==> src/design/lpe_pkg.sv <==
// lpe_pkg: register map, field layout, reset values, modes and timing counts
// of the led blink pattern engine.
// assumes a 20 MHz system clock and 8-bit register data.
`default_nettype none

package lpe_pkg;

  // ------------------------------------------------------------------
  // clock and timing
  // ------------------------------------------------------------------
  localparam int CLK_PERIOD_NS = 50;
  // one 1/256 step of the flash period per period code unit
  localparam int FRAC_TIME_NS = 25000;
  localparam int FRAC_CYC = (FRAC_TIME_NS + CLK_PERIOD_NS - 1) / CLK_PERIOD_NS;
  // base tick of the brightness ramps
  localparam int RAMP_TIME_NS = 2000;
  localparam int RAMP_CYC = (RAMP_TIME_NS + CLK_PERIOD_NS - 1) / CLK_PERIOD_NS;

  // ------------------------------------------------------------------
  // register offsets
  // ------------------------------------------------------------------
  localparam logic [3:0] ADR_PERIOD_RAMP = 4'h0;  // period_ramp_config
  localparam logic [3:0] ADR_FIRST_TIMER = 4'h1;  // first_timer_config
  localparam logic [3:0] ADR_SECOND_TIMER = 4'h2;
  localparam logic [3:0] ADR_SLOT_SCALE = 4'h3;
  localparam logic [3:0] ADR_CHAN_MODE = 4'h4;    // channel_mode_config
  localparam logic [3:0] ADR_RAMP_TIME = 4'h5;    // ramp_time_config
  localparam logic [3:0] ADR_CURRENT0 = 4'h6;     // channels at 6..9
  localparam logic [3:0] ADR_STATUS = 4'ha;

  // ------------------------------------------------------------------
  // field positions
  // ------------------------------------------------------------------
  localparam int PERIOD_LSB = 0;   // 7 bits
  localparam int SHAPE_BIT = 7;    // 1 = logarithmic
  localparam int SLOT_LSB = 0;     // 2 bits
  localparam int SCALE_LSB = 2;    // 2 bits, factor 1,2,4,8
  localparam int RISE_LSB = 0;     // 4 bits
  localparam int FALL_LSB = 4;     // 4 bits
  localparam int STAT_HOLD_BIT = 0;
  localparam int STAT_WIN1_BIT = 1;
  localparam int STAT_WIN2_BIT = 2;
  localparam int STAT_CHAN_LSB = 4;

  // ------------------------------------------------------------------
  // special values and reset values
  // ------------------------------------------------------------------
  localparam logic [6:0] PERIOD_MAX_REPEAT = 7'h7e;
  localparam logic [6:0] PERIOD_ONE_SHOT = 7'h7f;
  localparam logic [7:0] RST_PERIOD_RAMP = 8'h00;
  localparam logic [7:0] RST_TIMER = 8'h00;
  localparam logic [7:0] RST_SLOT_SCALE = 8'h00;
  localparam logic [7:0] RST_CHAN_MODE = 8'h00;
  localparam logic [7:0] RST_RAMP_TIME = 8'h00;
  localparam logic [7:0] RST_CURRENT = 8'h00;
  localparam logic [7:0] LEVEL_FULL = 8'hff;

  // ------------------------------------------------------------------
  // channel modes (two bits per channel in channel_mode_config)
  // ------------------------------------------------------------------
  localparam logic [1:0] MODE_OFF = 2'h0;
  localparam logic [1:0] MODE_ON = 2'h1;
  localparam logic [1:0] MODE_FIRST = 2'h2;   // follow_first_timer
  localparam logic [1:0] MODE_SECOND = 2'h3;  // follow_second_timer

  // period sequencer
  typedef enum logic {SEQ_RUN, SEQ_HOLD} lpe_seq_t;

endpackage

`default_nettype wire

==> src/design/lpe_engine.sv <==
// lpe_engine: flash period sequencer, two on-time timers with ramps, and
// per-channel drive gate and current setting.
// assumes a plain register port from a bus bridge and an analog sink that
// takes the drive gate and the current code per channel.
//
// Summary of operation
// - period codes 0..0x7e repeat; code 0x7f runs one flash only.
// - each timer's on time covers its rise ramp plus full-on time.
// - rise and fall settings are four-bit codes 0 to 0xf.
// - a scaling factor multiplies both rise and fall ramp durations.
// - ramp shape selects linear or logarithmic brightness profile.
// - outside ramps the channel drive is steady, not pulsed.
// - during ramps a pwm duty rises or falls steadily.
// - rise and fall durations are separate independent settings.
// - every channel has its own current setting register.
// - each timer takes 0..255 as on time in 1/256 of the period.
// - two independent timers; channels may follow either one.
// - one channel may follow timer one while others are forced off.
// - second timer starts in one of four slots of the period.
// - each channel is on, off, following timer one or timer two.
// - the first timer always starts in the first slot.
//
// Added by the designer: the strobed register port and the placing of the registers.
`default_nettype none

module lpe_engine #(
  parameter int N_CHAN = 4,
  parameter int FRAC_CYC = lpe_pkg::FRAC_CYC,
  parameter int RAMP_CYC = lpe_pkg::RAMP_CYC
) (
  // clock and reset
  input wire logic i_clk_sys,
  input wire logic i_reset_n,
  // register port
  input wire logic [3:0] i_addr,
  input wire logic [7:0] i_wdata,
  input wire logic i_wr,
  input wire logic i_rd,
  output logic [7:0] o_rdata,
  // channel drive
  output logic [N_CHAN-1:0] o_chan_drive,
  output logic [8*N_CHAN-1:0] o_chan_current
);

  // ------------------------------------------------------------------
  // configuration registers
  // ------------------------------------------------------------------
  logic [7:0] period_ramp_r;
  logic [7:0] first_timer_r;
  logic [7:0] second_timer_r;
  logic [7:0] slot_scale_r;
  logic [7:0] chan_mode_r;
  logic [7:0] ramp_time_r;
  logic pattern_wr;

  // any write to the pattern registers rearms a finished one-shot
  assign pattern_wr = i_wr && (i_addr <= lpe_pkg::ADR_RAMP_TIME);

  // pattern register writes
  always_ff @(posedge i_clk_sys or negedge i_reset_n) begin
    if (!i_reset_n) begin
      period_ramp_r <= lpe_pkg::RST_PERIOD_RAMP;
      first_timer_r <= lpe_pkg::RST_TIMER;
      second_timer_r <= lpe_pkg::RST_TIMER;
      slot_scale_r <= lpe_pkg::RST_SLOT_SCALE;
      chan_mode_r <= lpe_pkg::RST_CHAN_MODE;
      ramp_time_r <= lpe_pkg::RST_RAMP_TIME;
    end else if (i_wr) begin
      case (i_addr)
        lpe_pkg::ADR_PERIOD_RAMP: period_ramp_r <= i_wdata;
        lpe_pkg::ADR_FIRST_TIMER: first_timer_r <= i_wdata;
        lpe_pkg::ADR_SECOND_TIMER: second_timer_r <= i_wdata;
        lpe_pkg::ADR_SLOT_SCALE: slot_scale_r <= i_wdata;
        lpe_pkg::ADR_CHAN_MODE: chan_mode_r <= i_wdata;
        lpe_pkg::ADR_RAMP_TIME: ramp_time_r <= i_wdata;
        default: ;
      endcase
    end
  end

  // ------------------------------------------------------------------
  // per-channel current settings
  // ------------------------------------------------------------------
  // the current code goes straight to the sink; it is the register itself
  genvar gc;
  generate
    for (gc = 0; gc < N_CHAN; gc++) begin : g_cur
      always_ff @(posedge i_clk_sys or negedge i_reset_n) begin
        if (!i_reset_n) begin
          o_chan_current[8*gc +: 8] <= lpe_pkg::RST_CURRENT;
        end else if (i_wr && i_addr == lpe_pkg::ADR_CURRENT0 + 4'(gc)) begin
          o_chan_current[8*gc +: 8] <= i_wdata;
        end
      end
    end
  endgenerate

  // ------------------------------------------------------------------
  // decoded fields
  // ------------------------------------------------------------------
  logic [6:0] period_code;
  logic shape_log;
  logic [1:0] slot_sel;
  logic [3:0] scale_mult;
  logic [3:0] rise_code;
  logic [3:0] fall_code;

  assign period_code = period_ramp_r[lpe_pkg::PERIOD_LSB +: 7];
  assign shape_log = period_ramp_r[lpe_pkg::SHAPE_BIT];
  assign slot_sel = slot_scale_r[lpe_pkg::SLOT_LSB +: 2];
  assign scale_mult = 4'h1 << slot_scale_r[lpe_pkg::SCALE_LSB +: 2];
  assign rise_code = ramp_time_r[lpe_pkg::RISE_LSB +: 4];
  assign fall_code = ramp_time_r[lpe_pkg::FALL_LSB +: 4];

  // ------------------------------------------------------------------
  // flash period sequencer
  // ------------------------------------------------------------------
  // the period is 256 fractional steps, each (code+1)*FRAC_CYC cycles,
  // counted in two stages so no wide multiplier is needed
  logic [15:0] frac_cyc_r;
  logic [6:0] frac_sub_r;
  logic [7:0] frac_r;
  logic frac_tick;
  logic period_end;
  lpe_pkg::lpe_seq_t seq_r;

  assign frac_tick = (frac_cyc_r == 16'(FRAC_CYC - 1)) && (frac_sub_r == period_code);
  assign period_end = frac_tick && (frac_r == 8'hff);

  // fractional position counters, frozen while a one-shot is finished
  always_ff @(posedge i_clk_sys or negedge i_reset_n) begin
    if (!i_reset_n) begin
      frac_cyc_r <= 16'h0000;
      frac_sub_r <= 7'h00;
      frac_r <= 8'h00;
    end else if (seq_r == lpe_pkg::SEQ_HOLD) begin
      frac_cyc_r <= 16'h0000;
      frac_sub_r <= 7'h00;
      frac_r <= 8'h00;
    end else if (frac_cyc_r == 16'(FRAC_CYC - 1)) begin
      frac_cyc_r <= 16'h0000;
      if (frac_tick) begin
        frac_sub_r <= 7'h00;
        frac_r <= frac_r + 8'h01; // wraps to start the next period
      end else begin
        frac_sub_r <= frac_sub_r + 7'h01;
      end
    end else begin
      frac_cyc_r <= frac_cyc_r + 16'h0001;
    end
  end

  // repeat or stop at the period end
  // a period end in the same cycle as a rearming write still stops
  always_ff @(posedge i_clk_sys or negedge i_reset_n) begin
    if (!i_reset_n) begin
      seq_r <= lpe_pkg::SEQ_RUN;
    end else begin
      case (seq_r)
        lpe_pkg::SEQ_RUN: begin
          if (period_end && period_code == lpe_pkg::PERIOD_ONE_SHOT) begin
            seq_r <= lpe_pkg::SEQ_HOLD;
          end
        end
        lpe_pkg::SEQ_HOLD: begin
          if (pattern_wr) begin
            seq_r <= lpe_pkg::SEQ_RUN;
          end
        end
        default: seq_r <= lpe_pkg::SEQ_RUN;
      endcase
    end
  end

  // ------------------------------------------------------------------
  // on-time windows
  // ------------------------------------------------------------------
  logic [1:0] win;
  logic [7:0] slot_start;
  logic [8:0] second_end;

  assign slot_start = {slot_sel, 6'h00};
  assign second_end = {1'b0, slot_start} + {1'b0, second_timer_r};

  // first window always opens at position zero; the second one cannot
  // reach past 255, so a late pulse is cut at the period end
  always_comb begin
    win = 2'b00;
    if (seq_r == lpe_pkg::SEQ_RUN) begin
      win[0] = frac_r < first_timer_r;
      win[1] = (frac_r >= slot_start) && ({1'b0, frac_r} < second_end);
    end
  end

  // ------------------------------------------------------------------
  // ramp base tick and pwm carrier
  // ------------------------------------------------------------------
  logic [15:0] ramp_div_r;
  logic ramp_tick;
  logic [7:0] pwm_cnt_r;

  assign ramp_tick = ramp_div_r == 16'(RAMP_CYC - 1);

  // shared by both timers so their ramps stay in step
  always_ff @(posedge i_clk_sys or negedge i_reset_n) begin
    if (!i_reset_n) begin
      ramp_div_r <= 16'h0000;
      pwm_cnt_r <= 8'h00;
    end else begin
      ramp_div_r <= ramp_tick ? 16'h0000 : ramp_div_r + 16'h0001;
      pwm_cnt_r <= pwm_cnt_r + 8'h01;
    end
  end

  // ------------------------------------------------------------------
  // per-timer brightness level and gate
  // ------------------------------------------------------------------
  // the level climbs one step per interval while the window is open, so
  // the rise sits inside the on time; it falls after the window closes
  logic [1:0] gate;

  genvar gt;
  generate
    for (gt = 0; gt < 2; gt++) begin : g_tmr
      logic [7:0] level_r;
      logic [6:0] step_cnt_r;
      logic [6:0] step_len;
      logic [15:0] square;
      logic [7:0] shaped;

      // interval per level step: code times scaling factor
      assign step_len = 7'(win[gt] ? rise_code : fall_code) * 7'(scale_mult);
      assign square = level_r * level_r;
      assign shaped = shape_log ? square[15:8] : level_r;

      always_ff @(posedge i_clk_sys or negedge i_reset_n) begin
        if (!i_reset_n) begin
          level_r <= 8'h00;
          step_cnt_r <= 7'h00;
        end else if (seq_r == lpe_pkg::SEQ_HOLD) begin
          level_r <= 8'h00;
          step_cnt_r <= 7'h00;
        end else if (win[gt] ? (level_r == lpe_pkg::LEVEL_FULL) : (level_r == 8'h00)) begin
          step_cnt_r <= 7'h00;
        end else if (step_len == 7'h00) begin
          // zero ramp code jumps straight to the end level
          level_r <= win[gt] ? lpe_pkg::LEVEL_FULL : 8'h00;
          step_cnt_r <= 7'h00;
        end else if (ramp_tick) begin
          if (step_cnt_r + 7'h01 >= step_len) begin
            step_cnt_r <= 7'h00;
            level_r <= win[gt] ? level_r + 8'h01 : level_r - 8'h01;
          end else begin
            step_cnt_r <= step_cnt_r + 7'h01;
          end
        end
      end

      // full or zero level gives a steady drive with no pulsing
      always_comb begin
        if (level_r == lpe_pkg::LEVEL_FULL) begin
          gate[gt] = 1'b1;
        end else begin
          gate[gt] = shaped > pwm_cnt_r;
        end
      end
    end
  endgenerate

  // ------------------------------------------------------------------
  // channel drive
  // ------------------------------------------------------------------
  // each channel picks its own source, so one channel can follow the
  // first timer while the rest sit in the off mode
  genvar gd;
  generate
    for (gd = 0; gd < N_CHAN; gd++) begin : g_drv
      always_ff @(posedge i_clk_sys or negedge i_reset_n) begin
        if (!i_reset_n) begin
          o_chan_drive[gd] <= 1'b0;
        end else begin
          case (chan_mode_r[2*gd +: 2])
            lpe_pkg::MODE_OFF: o_chan_drive[gd] <= 1'b0;
            lpe_pkg::MODE_ON: o_chan_drive[gd] <= 1'b1;
            lpe_pkg::MODE_FIRST: o_chan_drive[gd] <= gate[0];
            lpe_pkg::MODE_SECOND: o_chan_drive[gd] <= gate[1];
            default: o_chan_drive[gd] <= 1'b0;
          endcase
        end
      end
    end
  endgenerate

  // ------------------------------------------------------------------
  // read port
  // ------------------------------------------------------------------
  logic [7:0] status;
  logic [7:0] rd_mux;

  // status shows the sequencer and drive state for software polling
  always_comb begin
    status = 8'h00;
    status[lpe_pkg::STAT_HOLD_BIT] = seq_r == lpe_pkg::SEQ_HOLD;
    status[lpe_pkg::STAT_WIN1_BIT] = win[0];
    status[lpe_pkg::STAT_WIN2_BIT] = win[1];
    status[lpe_pkg::STAT_CHAN_LSB +: 4] = 4'(o_chan_drive);
  end

  // read select; unmapped offsets read as zero
  always_comb begin
    rd_mux = 8'h00;
    case (i_addr)
      lpe_pkg::ADR_PERIOD_RAMP: rd_mux = period_ramp_r;
      lpe_pkg::ADR_FIRST_TIMER: rd_mux = first_timer_r;
      lpe_pkg::ADR_SECOND_TIMER: rd_mux = second_timer_r;
      lpe_pkg::ADR_SLOT_SCALE: rd_mux = {4'h0, slot_scale_r[3:0]};
      lpe_pkg::ADR_CHAN_MODE: rd_mux = chan_mode_r;
      lpe_pkg::ADR_RAMP_TIME: rd_mux = ramp_time_r;
      lpe_pkg::ADR_STATUS: rd_mux = status;
      default: begin
        if (i_addr >= lpe_pkg::ADR_CURRENT0 &&
            i_addr < lpe_pkg::ADR_CURRENT0 + 4'(N_CHAN)) begin
          rd_mux = o_chan_current[8*(i_addr - lpe_pkg::ADR_CURRENT0) +: 8];
        end
      end
    endcase
  end

  // read data stands only in the cycle after the strobe
  always_ff @(posedge i_clk_sys or negedge i_reset_n) begin
    if (!i_reset_n) begin
      o_rdata <= 8'h00;
    end else begin
      o_rdata <= i_rd ? rd_mux : 8'h00;
    end
  end

endmodule

`default_nettype wire

==> config.mk <==
export PLATFORM = sky130hd
export DESIGN_NAME = lpe_engine
export DESIGN_NICKNAME = d
export VERILOG_FILES = /design/src/design/lpe_pkg.sv /design/src/design/lpe_engine.sv
export SDC_FILE = /design/constraint.sdc
export NUM_CORES = 1
export LEC_CHECK = 0
export ABC_CLOCK_PERIOD_IN_PS = 7500
export BUFFER_PORTS_ARGS = -buffer_cell sky130_fd_sc_hd__buf_4
export CAP_MARGIN = 5
export CORE_MARGIN = 1
export CORE_UTILIZATION = 45
export CTS_CLUSTER_SIZE = 14
export DETAILED_ROUTE_END_ITERATION = 12
export HOLD_SLACK_MARGIN = 0.1
export PLACE_DENSITY = 0.61
export SLEW_MARGIN = 20
export SYNTH_ARGS = -nofsm -noshare
export SYNTH_HDL_FRONTEND = slang
export SYNTH_SLANG_ARGS = --single-unit
==> constraint.sdc <==
create_clock -name i_clk_sys -period 7.5 [get_ports i_clk_sys]
set_input_delay 1.5 -clock i_clk_sys [delete_from_list [all_inputs] [get_ports i_clk_sys]]
set_output_delay 1.5 -clock i_clk_sys [all_outputs]
set_load 0.05 [all_outputs]
**Word-level counts from Yosys, hierarchy flattened**

Cells that the tools add are included.

- Register bits after elaboration: 174
- Output and inout bits: 44

- $add $sub $neg: 13
- Multiply operators: 4
- $lt $le $gt $ge: 10
- Equal/unequal tests: 31
- Shift-type cells: 2
- Muxes and demuxes: 52
- Bitwise gates (word level): 1
- Reduce and logical (&&, ||, !) cells: 36

Operators with widths:

| operator | number |
|---|---|
| $mux 8 | 21 |
| $mux 7 | 13 |
| $pmux 8 s7 | 1 |
| $mux 16 | 3 |
| $shiftx 32x33->8 | 1 |
| $add 16x1->16 const B | 2 |
| $add 8x1->8 const B | 4 |
| $mul 8x8->16 | 2 |
| $eq 8x8->1 const B | 3 |
| $add 7x1->7 const B | 3 |
| $eq 16x6->1 const B | 1 |
| $eq 16x9->1 const B | 1 |
| $eq 2x2->1 const B | 8 |
| $eq 4x3->1 const B | 4 |
| $gt 8x8->1 | 2 |
| $logic_not 8->1 | 2 |
| $pmux 1 s4 | 4 |
| $sub 8x1->8 const B | 2 |
| $ge 7x7->1 | 2 |
| $logic_not 7->1 | 2 |
| $mul 4x4->7 | 2 |
| $reduce_and 2->1 | 7 |
| $eq 4x4->1 const B | 3 |
| $reduce_bool 3->1 | 4 |
| other kinds (26) | 52 |

**Depth between registers and ports, before layout**

- Depth after elaboration: 12
- Depth in mapped cells: 30

**Worst setup path after synthesis**

Ideal clock, no wire load.

- Path kind: reg-to-reg
- From: register slot_scale_r[0]
- To: register g_tmr[1].level_r[7]
- Library setup time: 0.142 ns
- Data arrival time: 6.168 ns
- Slack: 1.190 ns
- Cell stages (with the launch flop): 27
- Period minus slack after synthesis: 6.310 ns
- Cells stage by stage: dfrtp_1 ha_1 fa_1 inv_1 ha_1 and4b_1 nand4_1 nand2_2 mux2i_1 nor2_1 fa_1 inv_1 fa_1 fa_1 inv_1 a21o_1 a21oi_1 xnor2_1 nor3_2 or2_2 ha_1 nand2_1 o21ai_0 a31oi_1 and2_4 a21oi_1 o32ai_2

- Longest elaborated chain between the ends: 10
- Elaborated cells between the ends (all ways): 21
- Those cells by class: 1 x add/sub; 1 x mul; 3 x order compare; 1 x eq/ne; 10 x mux; 5 x reduce/logical

RTL lines:

| item | RTL line | text |
|---|---|---|
| from (decl) | lpe_engine.sv:51 | `logic [7:0] slot_scale_r;` |
| from (signal assigned) | lpe_engine.sv:65 | `slot_scale_r <= lpe_pkg::RST_SLOT_SCALE;` |
| from (signal assigned) | lpe_engine.sv:73 | `lpe_pkg::ADR_SLOT_SCALE: slot_scale_r <= i_wdata;` |
| $add 8x8->9 | lpe_engine.sv:183 | `assign second_end = {1'b0, slot_start} + {1'b0, second_timer_r};` |
| $lt 8x9->1 | lpe_engine.sv:191 | `win[1] = (frac_r >= slot_start) && ({1'b0, frac_r} < second_end);` |
| $logic_and 1x1->1 (*) | lpe_engine.sv:191 |  |
| $mux 2 (*) | lpe_engine.sv:189 | `if (seq_r == lpe_pkg::SEQ_RUN) begin` |
| parallel branches: the longest is 6 deep, another holds $mul 4x4->7 | -- |  |
| to (signal assigned) | lpe_engine.sv:247 | `level_r <= win[gt] ? lpe_pkg::LEVEL_FULL : 8'h00;` |
| to (signal assigned) | lpe_engine.sv:252 | `level_r <= win[gt] ? level_r + 8'h01 : level_r - 8'h01;` |
| to (decl) | lpe_engine.sv:225 | `logic [7:0] level_r;` |

Every way passes the cells marked *. The select of a mux whose other input is x is not followed.
A chain may end at the register's enable or synchronous reset.

**Final worst setup path**

Same ends and word-level chain as after synthesis.

==> reports/metrics.yaml <==
dieArea_sq_mm: 0.0320
period_needed_ns: 6.67
wl_met3_um: 1280
timing.final.ws_setup_ns: 0.830
hold_buffers: 0
core-area_sq_mm: 0.0307
finalCritPeriodShare_pct: 88.9
cts_setup_buffers: 0
grt_antenna_before_repair: 0
die_w_um: 179
final_layout_size_suffix_gt1_share_pct: 15.1
finClkSkew_ns: 0.0150
yosys.area.top_type: "dfrtp_1"
cts_tree: "yes"
synthCells: 1453
top_layer_used: "met4"
dr_wl_met2_um: 15400
post-route-drc-count: 0
dpl.cell_count: 1875
status: "completed"
synth.distinct_cells: 85
finalSetupViolations: 0
wl_met1_um: 15200
numCtsBuffers: 17
wl_um: 32600
io_buffers: 59
viasPerCell: 5.52
grt_pass1_vias: 10600
yosysWarnings: 0
dp_hpwl_um: 24700
io_pins: 60
clock_latency_ns: 0.45
clk_pin_slew_ns: 0.08
drv_cap: 0
place_ws_ns: 0.855
async_flop_share_pct: 100
worst_hold_slack_ns: 0.477
rsz0062_at_grt: "false"
n_antenna_cell: 0
num-fill-cells: 2861
synth.area.top_cells: "dfrtp_1 (31%), ha_1 (13%), fa_1 (8.4%)"
finalSetupTns_ns: 0
first_pass_iters: 5
multi_input_area_sq_mm: 0.00891
grt.overflow.total: 0
fp.dieH_um: 179
arrival_ns: 6.99
ys_seq_area_share_pct: 30.9
antenna_left: 0
tightestPinTransition_ns: 0.999
layout_commonest_cell: "dfrtp_1"
grt_max_degree: 68
grt_pass1_wl_um: 54700
synth_edf_count: 0
fmax_mhz: 150
initialDrtViolationCount: 632
syn_to_final_growth_pct: 10.4
end_kind: "flip-flop"
cts-resized-gates: 0
routedWlPerCell_um: 17.1
rows: 64
hold_violations: 0
synth_area_per_cell_sq_um: 9.69
path_max_fanout: 12
ff2ff_setup_slack_ns: 0.83
nets: 1721
ctsLongestPathBuffers: 2
gp_congestion: 0.836
hold_path_class: "reg2reg"
synth.top_cell.area_share_pct: 30.9
grt_usage_pct: 21.9
syn_nets: 1676
initial_core_util_pct: 45.9
required_ns: 7.82
h-tree-depth: 4
ys.flop_type: "dfrtp_1"
stdcell_count: 1907
ff_latch_area_sq_mm: 0.00435
start_kind: "flip-flop"
vias: 10500
cts.sink_count: 174
crit_type: "reg2reg"
ys_ff_latch: 174
synth_area_sq_mm: 0.0141
slew_violations: 0
slew_headroom_pct: 32.8
clockRootBuffer: "clkbuf_16"
final_cell_mix: "dfrtp_1 (174), inv_1 (164), ha_1 (148), nor2_1 (125), nand2_1 (99)"
through the flow:
stage          area [sq um]  utilization (%)
2_1_floorplan         14100                -
3_3_place_gp          14900             48.6
3_5_place_dp          14900             48.6
4_1_cts               15500             50.7
5_1_grt               15500             50.7
6_report              15500             50.7
logic make-up after synthesis:
logic type,share of synthesized area [%]
AO/OA/AOI/OAI,11.6
XOR/XNOR,6.03
adder cells (fa/ha/maj),21.5
buffers and inverters,5.80
flip-flops,30.9
multiplexers,9.49
AND/OR/NAND/NOR,14.6
layer usage:
metal  track usage (%)  up-vias
li1                  -     5122
met1              29.2     5145
met2              35.8      216
met3              3.99       41
met4              6.92        0
met5                 0        -
worst max-delay path, stage by stage (launching register included):
cell     delay, ns
dfrtp_1       0.42
ha_1          0.21
fa_1          0.48
inv_1         0.04
ha_1          0.28
and4b_1       0.20
nand4_1       0.26
nand2_2       0.21
mux2i_1       0.36
nor2_1        0.11
fa_1          0.54
inv_1         0.05
fa_1          0.52
fa_1          0.47
inv_1         0.07
a21o_1        0.10
a21oi_1       0.07
xnor2_1       0.22
nor3_2        0.11
or2_2         0.31
ha_1          0.29
nand2_1       0.05
o21ai_0       0.48
a31oi_1       0.19
and2_4        0.24
a21oi_1       0.15
o32ai_2       0.10
Yosys cell counts, drive strengths merged (12+ instances only):
cell type	number
nand2b	13
a21o	24
nand2	100
inv	165
mux2i	21
fa	59
dfrtp	174
nor3	26
and3	13
clkbuf	25
xor2	35
a21oi	57
buf	15
nand4	16
ha	148
o21ai	70
nor2b	12
nor4	14
nor2	126
xnor2	62
mux2	78
nand3	50
path summary, 6_finish.rpt:
check                                start                   to  cells after the start
max                        slot_scale_r[0]  g_tmr[1].level_r[7]                     26
min                          frac_cyc_r[0]        frac_cyc_r[0]                      1
max reg2reg                slot_scale_r[0]  g_tmr[1].level_r[7]                     26
min reg2reg                  frac_cyc_r[0]        frac_cyc_r[0]                      1
max in group asynchronous        i_reset_n     period_ramp_r[4]                      2
min in group asynchronous        i_reset_n       ramp_div_r[12]                      1
layout make-up:
class,instances,share of cell area [%]
multi-input cells,1070,57.3
flip-flops and latches,174,28.0
inverters,169,4.10
clock inverters,15,1.46
clock buffers,17,2.74
well taps,396,3.19
repair buffers,66,3.21
flip-flops by register name (all words and copies together), names as in the netlist:
| name | cells |
|---|---|
| ramp_div_r | 16 |
| g_tmr.level_r | 16 |
| period_ramp_r | 8 |
| frac_r | 8 |
| g_tmr.step_cnt_r | 14 |
| ramp_time_r | 8 |
| first_timer_r | 8 |
| chan_mode_r | 8 |
| o_chan_current | 32 |
| seq_r | 1 |
| frac_sub_r | 7 |
| slot_scale_r | 4 |
| frac_cyc_r | 16 |
| o_rdata | 8 |
| pwm_cnt_r | 8 |
| second_timer_r | 8 |
| o_chan_drive | 4 |
Power is not shown: default switching activity piles up to over one toggle a cycle in this logic, so the estimate is an artifact.
